**src/hdl/atc_pkg.sv**
```systemverilog
// constants shared by the tilt/interrupt configuration register block
package atc_pkg;
  // =========================================================
  // register addresses (7-bit serial link address space)
  localparam logic [6:0] ADDR_STATUS  = 7'h14;
  localparam logic [6:0] ADDR_LINK    = 7'h31;
  localparam logic [6:0] ADDR_DRIVE   = 7'h33;
  localparam logic [6:0] ADDR_THR_LO  = 7'h40;
  localparam logic [6:0] ADDR_THR_HI  = 7'h41;
  // =========================================================
  // reset values and read masks
  localparam logic [7:0] RST_REG8     = 8'h00;
  localparam logic [7:0] LINK_RD_MASK = 8'hFC;
  localparam logic [7:0] RD_NONE      = 8'h00;
  localparam logic [7:0] CLR_ALL      = 8'hFF;
  // =========================================================
  // field positions
  localparam int LC_SWAP    = 4;
  localparam int LC_3WIRE   = 5;
  localparam int LC_INDIV   = 6;
  localparam int PD_P1_AH   = 2;
  localparam int PD_P1_PP   = 3;
  localparam int PD_P2_AH   = 6;
  localparam int PD_P2_PP   = 7;
  localparam int TILT35_BIT = 4;
  localparam int RD_FLAG    = 7;
  localparam int THR_HI_W   = 7;
  // =========================================================
  // widths and serial frame counts
  localparam int THR_W  = 15;
  localparam int STAT_W = 8;
  localparam logic [3:0] CNT_CMD_LAST  = 4'h7;
  localparam logic [3:0] CNT_DATA_LAST = 4'hF;
  // =========================================================
  // orientation result, one-hot
  typedef enum logic [2:0] {
    ORIENT_FLAT = 3'b001,
    ORIENT_TILT = 3'b010,
    ORIENT_FLIP = 3'b100
  } atc_orient_e;
endpackage

```
**src/hdl/atc_pin_drv.sv**
```systemverilog
// interrupt pin output stage: polarity and open-drain / push-pull drive
`timescale 1ns/1ns
module atc_pin_drv (
  input  wire logic sys_clk,
  input  wire logic rst_b,
  input  wire logic req,
  input  wire logic active_high,
  input  wire logic push_pull,
  output logic      pin_out,
  output logic      pin_oe
);
  // =========================================================
  // level the pin should show, then how it is driven
  wire lvl        = req ~^ active_high;
  wire next_out   = push_pull ? lvl : 1'b0;    // open drain only ever drives low
  wire next_oe    = push_pull ? 1'b1 : ~lvl;   // open drain high comes from the pullup

  // registered so the pad never sees decode glitches
  always_ff @(posedge sys_clk) begin
    if (!rst_b) begin
      pin_out <= 1'b0;
      pin_oe  <= 1'b0;
    end else begin
      pin_out <= next_out;
      pin_oe  <= next_oe;
    end
  end
endmodule // atc_pin_drv

```
**src/hdl/atc_link_regs.sv**
```systemverilog
// serial register block: link control, irq pin drive, tilt threshold and detector
//
// Operation
// - bits 1:0 of link control always read back as zero.
// - swap bit clear: group one drives pin one, group two pin two.
// - swap bit set: group one drives pin two, group two pin one.
// - three-wire bit set: serial out pin carries both data directions.
// - individual-clear off: any status write clears every pending interrupt.
// - individual-clear on: status write data is a per-bit clear mask.
// - drive bit 2 sets pin one active level, one means high.
// - drive bit 3 selects pin one open-drain or push-pull.
// - drive bit 6 sets pin two active level, one means high.
// - drive bit 7 selects pin two open-drain or push-pull.
// - 15-bit threshold split low/high; sample above it means tilt.
// - sample below threshold means flat or flip, chosen by Z sign and orientation.
// - tilt detection sets status bit 4.
`timescale 1ns/1ns
module atc_link_regs
  import atc_pkg::*;
(
  input  wire logic              sys_clk,
  input  wire logic              rst_b,
  input  wire logic              spi_cs_b,
  input  wire logic              spi_sclk,
  input  wire logic              spi_din,
  input  wire logic              serial_out_addr_pin_in,
  output logic                   serial_out_addr_pin_out,
  output logic                   serial_out_addr_pin_oe,
  input  wire logic [STAT_W-1:0] event_set,
  input  wire logic              group_two_req,
  input  wire logic [THR_W-1:0]  sample_mag,
  input  wire logic              sample_valid,
  input  wire logic              sample_z_neg,
  input  wire logic              z_orient,
  output logic                   irq_pin_one_out,
  output logic                   irq_pin_one_oe,
  output logic                   irq_pin_two_out,
  output logic                   irq_pin_two_oe,
  output logic [STAT_W-1:0]      int_status,
  output atc_orient_e            orient_state
);
  // =========================================================
  // pin synchronisers: {cs_b, sclk, din, sdo_in}
  logic [3:0] sync1;
  logic [3:0] sync2;
  logic       sclk_d;

  // stage one is read only by stage two
  always_ff @(posedge sys_clk) begin
    if (!rst_b) begin
      sync1  <= 4'h8;
      sync2  <= 4'h8;
      sclk_d <= 1'b0;
    end else begin
      sync1  <= {spi_cs_b, spi_sclk, spi_din, serial_out_addr_pin_in};
      sync2  <= sync1;
      sclk_d <= sync2[2];
    end
  end

  // =========================================================
  // registers
  logic [7:0]          link_ctrl;
  logic [7:0]          pin_drive;
  logic [7:0]          thr_lo;
  logic [THR_HI_W-1:0] thr_hi;

  wire three_wire = link_ctrl[LC_3WIRE];
  wire swap       = link_ctrl[LC_SWAP];
  wire indiv      = link_ctrl[LC_INDIV];
  wire [THR_W-1:0] tilt_threshold_value = {thr_hi, thr_lo};

  // =========================================================
  // serial frame decode, mode 0: sample on sclk rise, shift out on fall
  logic [3:0] bit_cnt;
  logic [7:0] shift_in;
  logic       rd_cmd;
  logic [6:0] cmd_addr;
  logic [7:0] tx;

  wire frame      = ~sync2[3];
  wire sclk_rise  = sync2[2] & ~sclk_d;
  wire sclk_fall  = ~sync2[2] & sclk_d;
  wire mosi_bit   = three_wire ? sync2[0] : sync2[1];
  wire [7:0] rx_byte = {shift_in[6:0], mosi_bit};
  wire cmd_done   = frame & sclk_rise & (bit_cnt == CNT_CMD_LAST);
  wire data_done  = frame & sclk_rise & (bit_cnt == CNT_DATA_LAST);
  wire wr_stb     = data_done & ~rd_cmd;
  wire rd_active  = frame & rd_cmd & bit_cnt[3];

  // reserved low bits never leave the block on a read
  wire [6:0] rd_addr = rx_byte[6:0];
  wire [7:0] rd_data = (rd_addr == ADDR_LINK)   ? (link_ctrl & LINK_RD_MASK) :
                       (rd_addr == ADDR_STATUS) ? int_status : RD_NONE;

  // bit counter wraps after 16, so a held select runs back-to-back pairs
  always_ff @(posedge sys_clk) begin
    if (!rst_b || !frame) begin
      bit_cnt  <= 4'h0;
      rd_cmd   <= 1'b0;
      shift_in <= RST_REG8;
      cmd_addr <= 7'h00;
    end else if (sclk_rise) begin
      bit_cnt  <= bit_cnt + 4'h1;
      shift_in <= rx_byte;
      if (cmd_done) begin
        rd_cmd   <= rx_byte[RD_FLAG];
        cmd_addr <= rd_addr;
      end
      if (data_done) rd_cmd <= 1'b0;
    end
  end

  // read data shifts out msb first; pin only driven during the data byte
  always_ff @(posedge sys_clk) begin
    if (!rst_b) begin
      tx                      <= RST_REG8;
      serial_out_addr_pin_out <= 1'b0;
      serial_out_addr_pin_oe  <= 1'b0;
    end else begin
      serial_out_addr_pin_oe <= rd_active;
      if (cmd_done) begin
        tx <= rd_data;
      end else if (sclk_fall && rd_active) begin
        serial_out_addr_pin_out <= tx[7];
        tx                      <= {tx[6:0], 1'b0};
      end
    end
  end

  // =========================================================
  // register writes; host keeps bits 2, 3, 7 of link control at zero
  wire wr_link   = wr_stb & (cmd_addr == ADDR_LINK);
  wire wr_drive  = wr_stb & (cmd_addr == ADDR_DRIVE);
  wire wr_thr_lo = wr_stb & (cmd_addr == ADDR_THR_LO);
  wire wr_thr_hi = wr_stb & (cmd_addr == ADDR_THR_HI);
  wire wr_status = wr_stb & (cmd_addr == ADDR_STATUS);

  always_ff @(posedge sys_clk) begin
    if (!rst_b) begin
      link_ctrl <= RST_REG8;
      pin_drive <= RST_REG8;
      thr_lo    <= RST_REG8;
      thr_hi    <= RST_REG8[THR_HI_W-1:0];
    end else begin
      if (wr_link)   link_ctrl <= rx_byte;
      if (wr_drive)  pin_drive <= rx_byte;
      if (wr_thr_lo) thr_lo    <= rx_byte;
      if (wr_thr_hi) thr_hi    <= rx_byte[THR_HI_W-1:0];
    end
  end

  // =========================================================
  // tilt / flat / flip detector
  wire tilt_hit  = sample_valid & (sample_mag > tilt_threshold_value);
  wire flat_hit  = sample_valid & (sample_mag < tilt_threshold_value);
  wire flip_side = sample_z_neg ^ z_orient;
  // equal sample matches neither branch, so state holds
  wire atc_orient_e next_orient = tilt_hit ? ORIENT_TILT :
                                  flat_hit ? (flip_side ? ORIENT_FLIP : ORIENT_FLAT) :
                                  orient_state;

  always_ff @(posedge sys_clk) begin
    if (!rst_b) orient_state <= ORIENT_FLAT;
    else        orient_state <= next_orient;
  end

  // =========================================================
  // interrupt status: set wins over a clear in the same cycle
  wire [STAT_W-1:0] tilt35_mask = {{(STAT_W-1){1'b0}}, 1'b1} << TILT35_BIT;
  wire [STAT_W-1:0] set_mask    = event_set | (tilt_hit ? tilt35_mask : RD_NONE);
  wire [STAT_W-1:0] clr_mask    = !wr_status ? RD_NONE :
                                  indiv      ? rx_byte : CLR_ALL;
  wire [STAT_W-1:0] next_status = (int_status & ~clr_mask) | set_mask;

  always_ff @(posedge sys_clk) begin
    if (!rst_b) int_status <= RST_REG8;
    else        int_status <= next_status;
  end

  // =========================================================
  // request groups onto pins
  wire group_one = |int_status;
  wire req_one   = swap ? group_two_req : group_one;
  wire req_two   = swap ? group_one : group_two_req;

  // one output stage per pin, each with its own level and drive bits
  atc_pin_drv u_pin_one (
    .sys_clk     (sys_clk),
    .rst_b       (rst_b),
    .req         (req_one),
    .active_high (pin_drive[PD_P1_AH]),
    .push_pull   (pin_drive[PD_P1_PP]),
    .pin_out     (irq_pin_one_out),
    .pin_oe      (irq_pin_one_oe)
  );
  atc_pin_drv u_pin_two (
    .sys_clk     (sys_clk),
    .rst_b       (rst_b),
    .req         (req_two),
    .active_high (pin_drive[PD_P2_AH]),
    .push_pull   (pin_drive[PD_P2_PP]),
    .pin_out     (irq_pin_two_out),
    .pin_oe      (irq_pin_two_oe)
  );

  wire pin1_lvl = irq_pin_one_oe ? irq_pin_one_out : 1'b1;
endmodule // atc_link_regs

```
**config.mk**
```make
export PLATFORM = sky130hd
export DESIGN_NAME = atc_link_regs
export DESIGN_NICKNAME = d
export VERILOG_FILES = /design/src/hdl/atc_pkg.sv /design/src/hdl/atc_pin_drv.sv /design/src/hdl/atc_link_regs.sv
export SDC_FILE = /design/constraint.sdc
export NUM_CORES = 1
export LEC_CHECK = 0
export BUFFER_PORTS_ARGS = -buffer_cell sky130_fd_sc_hd__buf_2
export CAP_MARGIN = 20
export CORE_UTILIZATION = 36
export CTS_BUF_LIST = sky130_fd_sc_hd__clkbuf_16
export CTS_CLUSTER_DIAMETER = 100
export CTS_CLUSTER_SIZE = 16
export DETAILED_ROUTE_END_ITERATION = 8
export HOLD_SLACK_MARGIN = 0.12
export PLACE_DENSITY = 0.63
export SYNTH_ARGS = -nofsm -noshare
export SYNTH_HDL_FRONTEND = slang
export SYNTH_HIERARCHICAL = 1
export SYNTH_SLANG_ARGS = --single-unit
```
**constraint.sdc**
```tcl
create_clock -name sys_clk -period 2.64 [get_ports sys_clk]
set_input_delay 0.396 -clock sys_clk [delete_from_list [all_inputs] [get_ports sys_clk]]
set_output_delay 0.396 -clock sys_clk [all_outputs]
set_load 0.05 [all_outputs]
```
# Word-level counts from Yosys, hierarchy flattened
# Cells that the tools add are included.
# totals
mem_count,0
elab_cells,93
out_inout_bits,17
ram_bits,0
register_bits,84
rom_bits,0
latch_bits,0
# op_classes
bitwise_logic,30
magnitude_cmp,2
n_eq_ne,9
mux,17
div_mod_pow,0
shift,0
n_addsub,1
reduce_logical,13
n_mul,0
# op_table
cell,n
two-way mux 8 bit,6
"== test 7 x 6 -> 1 bit, second input constant",3
AND 1 bit,15
> comparator 15 bit,1
< comparator 15 bit,1
"== test 7 x 5 -> 1 bit, second input constant",2
"== test 7 bit, second input constant",2
AND reduction 2 bit,5
AND 8 bit,1
inverter 1 bit,8
inverter 8 bit,1
OR 8 x 5 -> 8 bit,1
OR 8 bit,1
OR reduction 8 bit,1
two-way mux 1 bit,7
nonzero test 2 bit,3
two-way mux 5 bit,1
"adder 4 x 1 -> 4 bit, second input constant",1
"== test 4 x 3 -> 1 bit, second input constant",1
"== test 4 bit, second input constant",1
two-way mux 2 bit,2
two-way mux 3 bit,1
OR reduction 2 bit,1
XNOR 1 bit,2
4 further kinds,4

# Longest topological paths before layout
# Gate-level depths: netlist of the first run.
# depth
ltp_word,10
mapped_depth,7
depth_no_buf,7

# Cells and area by module
# The synthesis of the first run kept the hierarchy.
# by_module_without_submodules
module,n_inst,area_per_inst_um2,cells_each
atc_link_regs,1,3319.4,380
atc_pin_drv,2,63.8,6

# Worst setup path after synthesis of the first run
# OpenSTA, ideal clock, no wires.
# synth_timing
path_kind,input-to-reg
startpoint,input sample_mag[13]
endpoint,register orient_state[0]
required_ps,2520
n_path_buf,0
arrival_ps,1781
stages,6
setup_slack_ps,740
cell_sequence,ha_1 a21oi_1 a21boi_0 a2111oi_0 a21oi_1 a211o_1
# synth_between
elab_chain_cells,3
# synth_lines
item,line_no,text
"start, declared",atc_link_regs.sv:31,"input wire logic [THR_W-1:0] sample_mag,"
> comparator 15 bit / < comparator 15 bit (equally long branches),"atc_link_regs.sv:155, atc_link_regs.sv:156",
"AND 1 bit, on equally long branches","atc_link_regs.sv:155, atc_link_regs.sv:156",
two-way mux 2 bit / nonzero test 2 bit (equally long branches),--,
"end signal, assigned",atc_link_regs.sv:165,else orient_state <= next_orient;
"end, declared",atc_link_regs.sv:40,output atc_orient_e orient_state
# Several ways; a longest one is shown, not always the timed one.
# A chain may end at the register's enable or synchronous reset.

# Worst setup path after layout of the first run
# layout_timing
startpoint,register thr_hi[2]
endpoint,register orient_state[0]
# layout_between
elab_chain_cells,3
# layout_lines
item,line_no,text
"start, declared",atc_link_regs.sv:66,logic [THR_HI_W-1:0] thr_hi;
"start signal, assigned",atc_link_regs.sv:144,thr_hi <= RST_REG8[THR_HI_W-1:0];
"start signal, assigned",atc_link_regs.sv:149,if (wr_thr_hi) thr_hi <= rx_byte[THR_HI_W-1:0];
> comparator 15 bit / < comparator 15 bit (equally long branches),"atc_link_regs.sv:155, atc_link_regs.sv:156",
"AND 1 bit, on equally long branches","atc_link_regs.sv:155, atc_link_regs.sv:156",
two-way mux 2 bit / nonzero test 2 bit (equally long branches),--,
# Several ways; a longest one is shown, not always the timed one.

==> metrics.cfg, run 1 <==
[status]
status=completed

[routing]
routed.top_layer=met4
num_vias=2838
drc=0
first_iter_violations=137
wl_met3_um=345
drt-met1-wl_um=3990
drt_wl_total_um=7960
ant_nets=0
drtPass1Iterations=4
avgRoutedWirePerCell_um=13.8
vias_per_cell=4.94
met2_length_um=3530

[floorplanning]
rows=35
core_area_um2=9240
io-pin-count=50
die_height_um=99.9
initial_core_util_pct=37.3
die_w_um=99.9
die_area_um2=9970

[critical_path]
cp_max_fo=3
reg2reg_depth=7
crit_required_ps=2860
worstReg2RegEnd=orient_state[0]
crit_type=reg2reg
timing.reg2reg.setup_slack_ps=490
cp-end-kind=register
cp_data_arrival_time_ps=2370
r2r-start=thr_hi[2]
startpoint_type=register

[yosys]
synthCells=392
ys_seq_area_share_pct=45.3
netlist_area_um2=3450
async_flop_share_pct=0
synth_warnings=6
yosys.cell_types.count=46
synth_top_family_by_area=simple AND/OR/NAND/NOR gates
synth_xor_area_share_pct=1.52
synthAdderAreaFrac_pct=5.81
syn_area_per_cell_um2=8.79
synthSimpleGateAreaFrac_pct=22.4
synth-edff-count=0
synth_seq_cells=78
synth_compound_area_share_pct=15.3
synthFlopType=dfxtp_1
yosys-mux-area-fraction_pct=5.26
syn_nets=441

[timing]
worstMarginPinSlew_ps=792
whs_ps=247
setup_viol=0
max_freq_ghz=0.464
hold_viol=0
tns_ps=0
drv_slew=0
fin_crit_ps=2150
relSlewSlack_pct=47.2
finalCritPeriodShare_pct=81.6
fin_skew_ps=6.87
rsz0062_at_grt=false

[power]
ir_drop_mv=0.427
p_per_area_nw_per_um2=669
p_leak_nw=1.64

[global_route]
grt_max_degree=38
first_global_vias=2692
antenna_found_initial=0
grtUsageTotal_pct=17.2
grt_pass1_wl_um=13300
grt-ovfl-total=0

[flow_run]
maxCapViolations=0

[clocking]
cts.htree.levels=3
clockBufferDepth=2
clock-sinks=78
clkLatencyLatePin_ps=330
post_cts_buffers=0
cts_repair_resize_count=0
hold_buffers=0
clkTransAtPathRegs_ps=60
cts_buffers=9
cts_root_buf=clkbuf_16
cts_tree=yes

[placed_design]
hpwl_um=5660
port-buffer-count=49
gp_congestion=0.851
placed_cells_incl_taps=559

[final_layout]
layout_common_cells=dfxtp_1, buf_2, nand2_1
syn_to_final_growth_pct=21.0
drive_gt1_share_pct=17.3
fin_cells=575
diodes=0
fin_nets=490
fillers=898
layout_commonest_cell=dfxtp_1

[hold_path]
whs_path_depth=2
hold_end=sync1[3]
hp-class=in2reg
min_from=spi_cs_b

[routing by layer]
metal	global-route usage, %	vias to the layer above
li1	-	1465
met1	23.0	1302
met2	27.6	61
met3	3.62	10
met4	6.11	0
met5	0	-
[cell families after synthesis]
group	count (synthesis)
XOR/XNOR	6
multiplexers	18
buffers and inverters	40
adder cells (fa/ha/maj)	16
AND/OR/NAND/NOR	148
AO/OA/AOI/OAI	86
flip-flops	78
[worst max-delay path, stage by stage (launching register included)]
cell,delay [ps]
dfxtp_1,350
inv_1,60
ha_1,310
a21oi_1,140
o21ai_0,120
a2111oi_0,630
a21oi_1,140
a211o_1,290
[flip-flops by register name (all words and copies together) (netlist names), 3 cells and up]
register	cells
shift_in	7
cmd_addr	7
sync1	4
bit_cnt	4
link_ctrl	6
tx	8
pin_drive	4
int_status	8
thr_hi	7
orient_state	3
sync2	4
thr_lo	8
[worst max path at each step]
stage,startpoint,to,slack [ps],cells past startpoint
global route,thr_hi[5],orient_state[0],340,7
finish,thr_hi[2],orient_state[0],490,7
detailed placement,sample_mag[13],orient_state[0],370,7
CTS,thr_hi[2],orient_state[0],490,7
floorplan,sample_mag[13],orient_state[0],740,6
global placement,sample_mag[13],orient_state[0],440,7
[synthesized netlist by cell type (2+ instances only)]
cell type,count,area share [%]
xnor2_1,2,0.51
nor4b_2,2,0.87
nand2_1,43,4.7
clkbuf_1,12,1.3
nor3_1,3,0.44
nand4b_1,2,0.51
o21a_1,9,2.0
nand3b_1,3,0.65
xor2_1,4,1.0
nor2b_1,8,1.5
a21oi_1,30,4.4
nand3_1,21,3.0
ha_1,16,5.8
a211oi_1,3,0.65
a2bb2oi_1,7,1.8
buf_1,2,0.22
o21ai_0,23,3.3
mux2i_1,17,4.9
a211o_1,2,0.51
and2_1,9,1.6
nand4_1,5,0.91
nor2_1,33,3.6
dfxtp_1,78,45
inv_1,22,2.4
nand2b_1,6,1.1
nor4_1,3,0.54
buf_2,3,0.44
a22oi_1,6,1.3
[power breakdown]
group	switching (W)	internal, W	leakage (nW)	total (W)
Combinational	0.000119	0.0000636	0.842	0.000183
Clock	0.000472	0.000918	0.163	0.00139
Sequential	0.0000181	0.00120	0.634	0.00122
[metrics by stage]
stage               setup slack, ps  area (µm²)  total power (W)  utilization, %
finish                          487        4170          0.00279            45.1
global route                    343        4170          0.00289            45.1
CTS                             489        4170          0.00281            45.1
detailed placement              365        3830          0.00142            41.5
global placement                444        3830          0.00142            41.5
floorplan                       740        3450          0.00136               -
[layout make-up]
cell class | count | area, µm² | share of cell area (%)
clock inverter | 7 | 114 | 2.73
timing repair buffer | 55 | 290 | 6.96
multi-input combinational | 274 | 1730 | 41.5
tap | 129 | 161 | 3.87
sequential | 78 | 1560 | 37.4
inverter | 23 | 86.3 | 2.07
clock buffer | 9 | 225 | 5.40
(Power assumes the default switching activity.)
==> run 2: changes to the inputs <==
--- a/config.mk
+++ b/config.mk
@@ -5,6 +5,7 @@
 export SDC_FILE = /design/constraint.sdc
 export NUM_CORES = 1
 export LEC_CHECK = 0
+export ABC_AREA = 1
 export BUFFER_PORTS_ARGS = -buffer_cell sky130_fd_sc_hd__buf_2
 export CAP_MARGIN = 20
 export CORE_UTILIZATION = 36
==> constraint.sdc (replaced) <==
create_clock -name sys_clk -period 2.1 [get_ports sys_clk]
set_input_delay 0.315 -clock sys_clk [delete_from_list [all_inputs] [get_ports sys_clk]]
set_output_delay 0.315 -clock sys_clk [all_outputs]
set_load 0.05 [all_outputs]
==> run 2 against run 1 <==
Sequential power is 25% higher. Global-route usage is 0.24 points higher. Clock power is 5% higher. Critical endpoint is now orient_state[2]. Non-clock buffer count is 1 higher. Total power is 16% higher. Flip-flop and latch count stayed put. Clock-buffer cell count stayed put. Cell count is 16% higher.
==> metrics.cfg, run 2 <==
[global_route]
grt_max_degree=46
antenna_found_initial=0
grt_pass1_wl_um=13800
grtUsageTotal_pct=17.5
grt-ovfl-total=0
first_global_vias=3005

[power]
ir_drop_mv=0.498
p_per_area_nw_per_um2=763
power_w=0.00323
p_leak_nw=1.94

[clocking]
cts_repair_resize_count=0
clock-sinks=78
post_cts_buffers=0
cts_tree=yes
cts_buffers=9
clkTransAtPathRegs_ps=60
clockBufferDepth=2
cts.htree.levels=3
cts_root_buf=clkbuf_16
hold_buffers=0
clkLatencyLatePin_ps=330

[critical_path]
cp_data_arrival_time_ps=1990
cp_max_fo=3
startpoint_type=register
max_stage_delay_ps=340
critPathTopFamily=simple AND/OR/NAND/NOR gates
crit_type=reg2reg
path_cells=inv_1 > ha_1 > nand2_1 > nor2_1 > nand3_1 > o21ai_0 > inv_1 > nand2_1 > nand2_1 > nor2_1
crit_required_ps=2370
cp-end-kind=register
crit_top_cell=nand2_1
cp_slowest_cell=o21ai_0
cp_num_buf_inv=2

[final_layout]
syn_to_final_growth_pct=19.1
fillers=964
diodes=0
layout_common_cells=inv_1, dfxtp_1, nand2_1
seqCellArea_um2=1560
reg_top3=int_status (8), thr_lo (8), tx (8)
drive_gt1_share_pct=16.8
multi_input_area_um2=1600
fin_nets=581
layout_commonest_cell=inv_1

[yosys]
async_flop_share_pct=0
yosys.cell_types.count=33
netlist_area_um2=3560
synthCells=477
synthTopCellsByArea=dfxtp_1, inv_1, a21oi_1, nand2_1, o21ai_0
synth_warnings=6
ys_seq_area_share_pct=43.9
synth-edff-count=0
synth_common_cells=inv_1, dfxtp_1, nand2_1
synth_seq_cells=78
synth_top_area_share_pct=43.9
syn_area_per_cell_um2=7.45
synth_top_cell_by_area=dfxtp_1
synthMostInstantiatedCell=inv_1
synthFlopType=dfxtp_1
syn_nets=526

[timing]
hold_viol=0
setup_viol=0
worstMarginPinSlew_ps=659
max_freq_ghz=0.583
tns_ps=0
fin_skew_ps=5.46
relSlewSlack_pct=55.9
whs_ps=166
finalCritPeriodShare_pct=81.7
fin_crit_ps=1710
drv_slew=0
rsz0062_at_grt=false
timing.final.ws_setup_ps=385

[placed_design]
pre_cts_ws_ps=349
gp_congestion=0.820
port-buffer-count=49
hpwl_um=6040

[floorplanning]
initial_core_util_pct=37.8
core_area_um2=9420
die_height_um=101
die_w_um=101
die_area_um2=10300
rows=35
io-pin-count=50

[routing]
first_iter_violations=139
ant_nets=0
drc=0
drt_wl_total_um=8170
drtPass1Iterations=6
avgRoutedWirePerCell_um=12.3
vias_per_cell=4.74
num_vias=3154

[flow_run]
maxCapViolations=0

[status]
status=completed

[hold_path]
hp-class=in2reg

## run 2: changes by cell type in the layout (fill, tap and decap cells not counted), sizes merged, moves of 5 or more
cell,change
nand4,+5
mux2i,-17
nor2b,-8
a2bb2oi,-7
nand2,+34
a21oi,+30
o21ai,+28
nor2,-6
inv,+65
o21a,-9
nand3,+18
and2,-9
nand2b,-6
a22oi,-6
## run 2: worst paths after layout
path / start / end / slack (ps) / depth (start not counted)
setup reg to reg: thr_hi[6] / orient_state[2] / 390 / 10
setup / recovery: thr_hi[6] / orient_state[2] / 390 / 10
hold reg to reg: sync1[0] / sync2[0] / 410 / 2
hold / removal: serial_out_addr_pin_in / sync1[0] / 170 / 3
## run 2: worst min-delay path, cell delays in order
cell and delay [ps]:
buf_2 70, nand2_1 40, inv_1 40
## run 2: cell type report
class	instances	share of cell area [%]
Inverter	90	7.98
Timing Repair Buffer	56	7.03
Clock inverter	6	1.30
Sequential cell	78	36.9
Clock buffer	9	5.32
Tap cell	129	3.81
Multi-Input combinational cell	297	37.7
## run 2: cell families (layout without fill, tap and decap cells)
family / Yosys count / after routing / share of synthesized area [%]
adder cells (fa/ha/maj): 16 / 16 / 5.63
flip-flops: 78 / 78 / 43.9
AO/OA/AOI/OAI: 113 / 113 / 16.0
AND/OR/NAND/NOR: 167 / 167 / 23.0
buffers and inverters: 102 / 161 / 11.2
XOR/XNOR: 1 / 1 / 0.246
## run 2: report_power, final
| part | internal [W] | leakage (nW) | switching [W] |
|---|---|---|---|
| combinational | 0.0000798 | 1.17 | 0.000161 |
| sequential | 0.00151 | 0.634 | 0.0000200 |
| clock | 0.000900 | 0.140 | 0.000563 |
| total | 0.00249 | 1.94 | 0.000744 |
## run 2: through the flow
stage	cells	utilization (%)	area, µm²
floorplan	477	-	3560
global placement	650	42.0	3960
detailed placement	650	42.0	3960
CTS	665	45.0	4240
global route	665	45.0	4240
finish	665	45.0	4240
## run 2: routing by layer
layer / routed length [µm] / global-route usage [%]
met2: 3630 / 29.4
met1: 4110 / 22.3
met3: 359 / 4.76
met4: 66 / 4.01
met5: 0 / 0
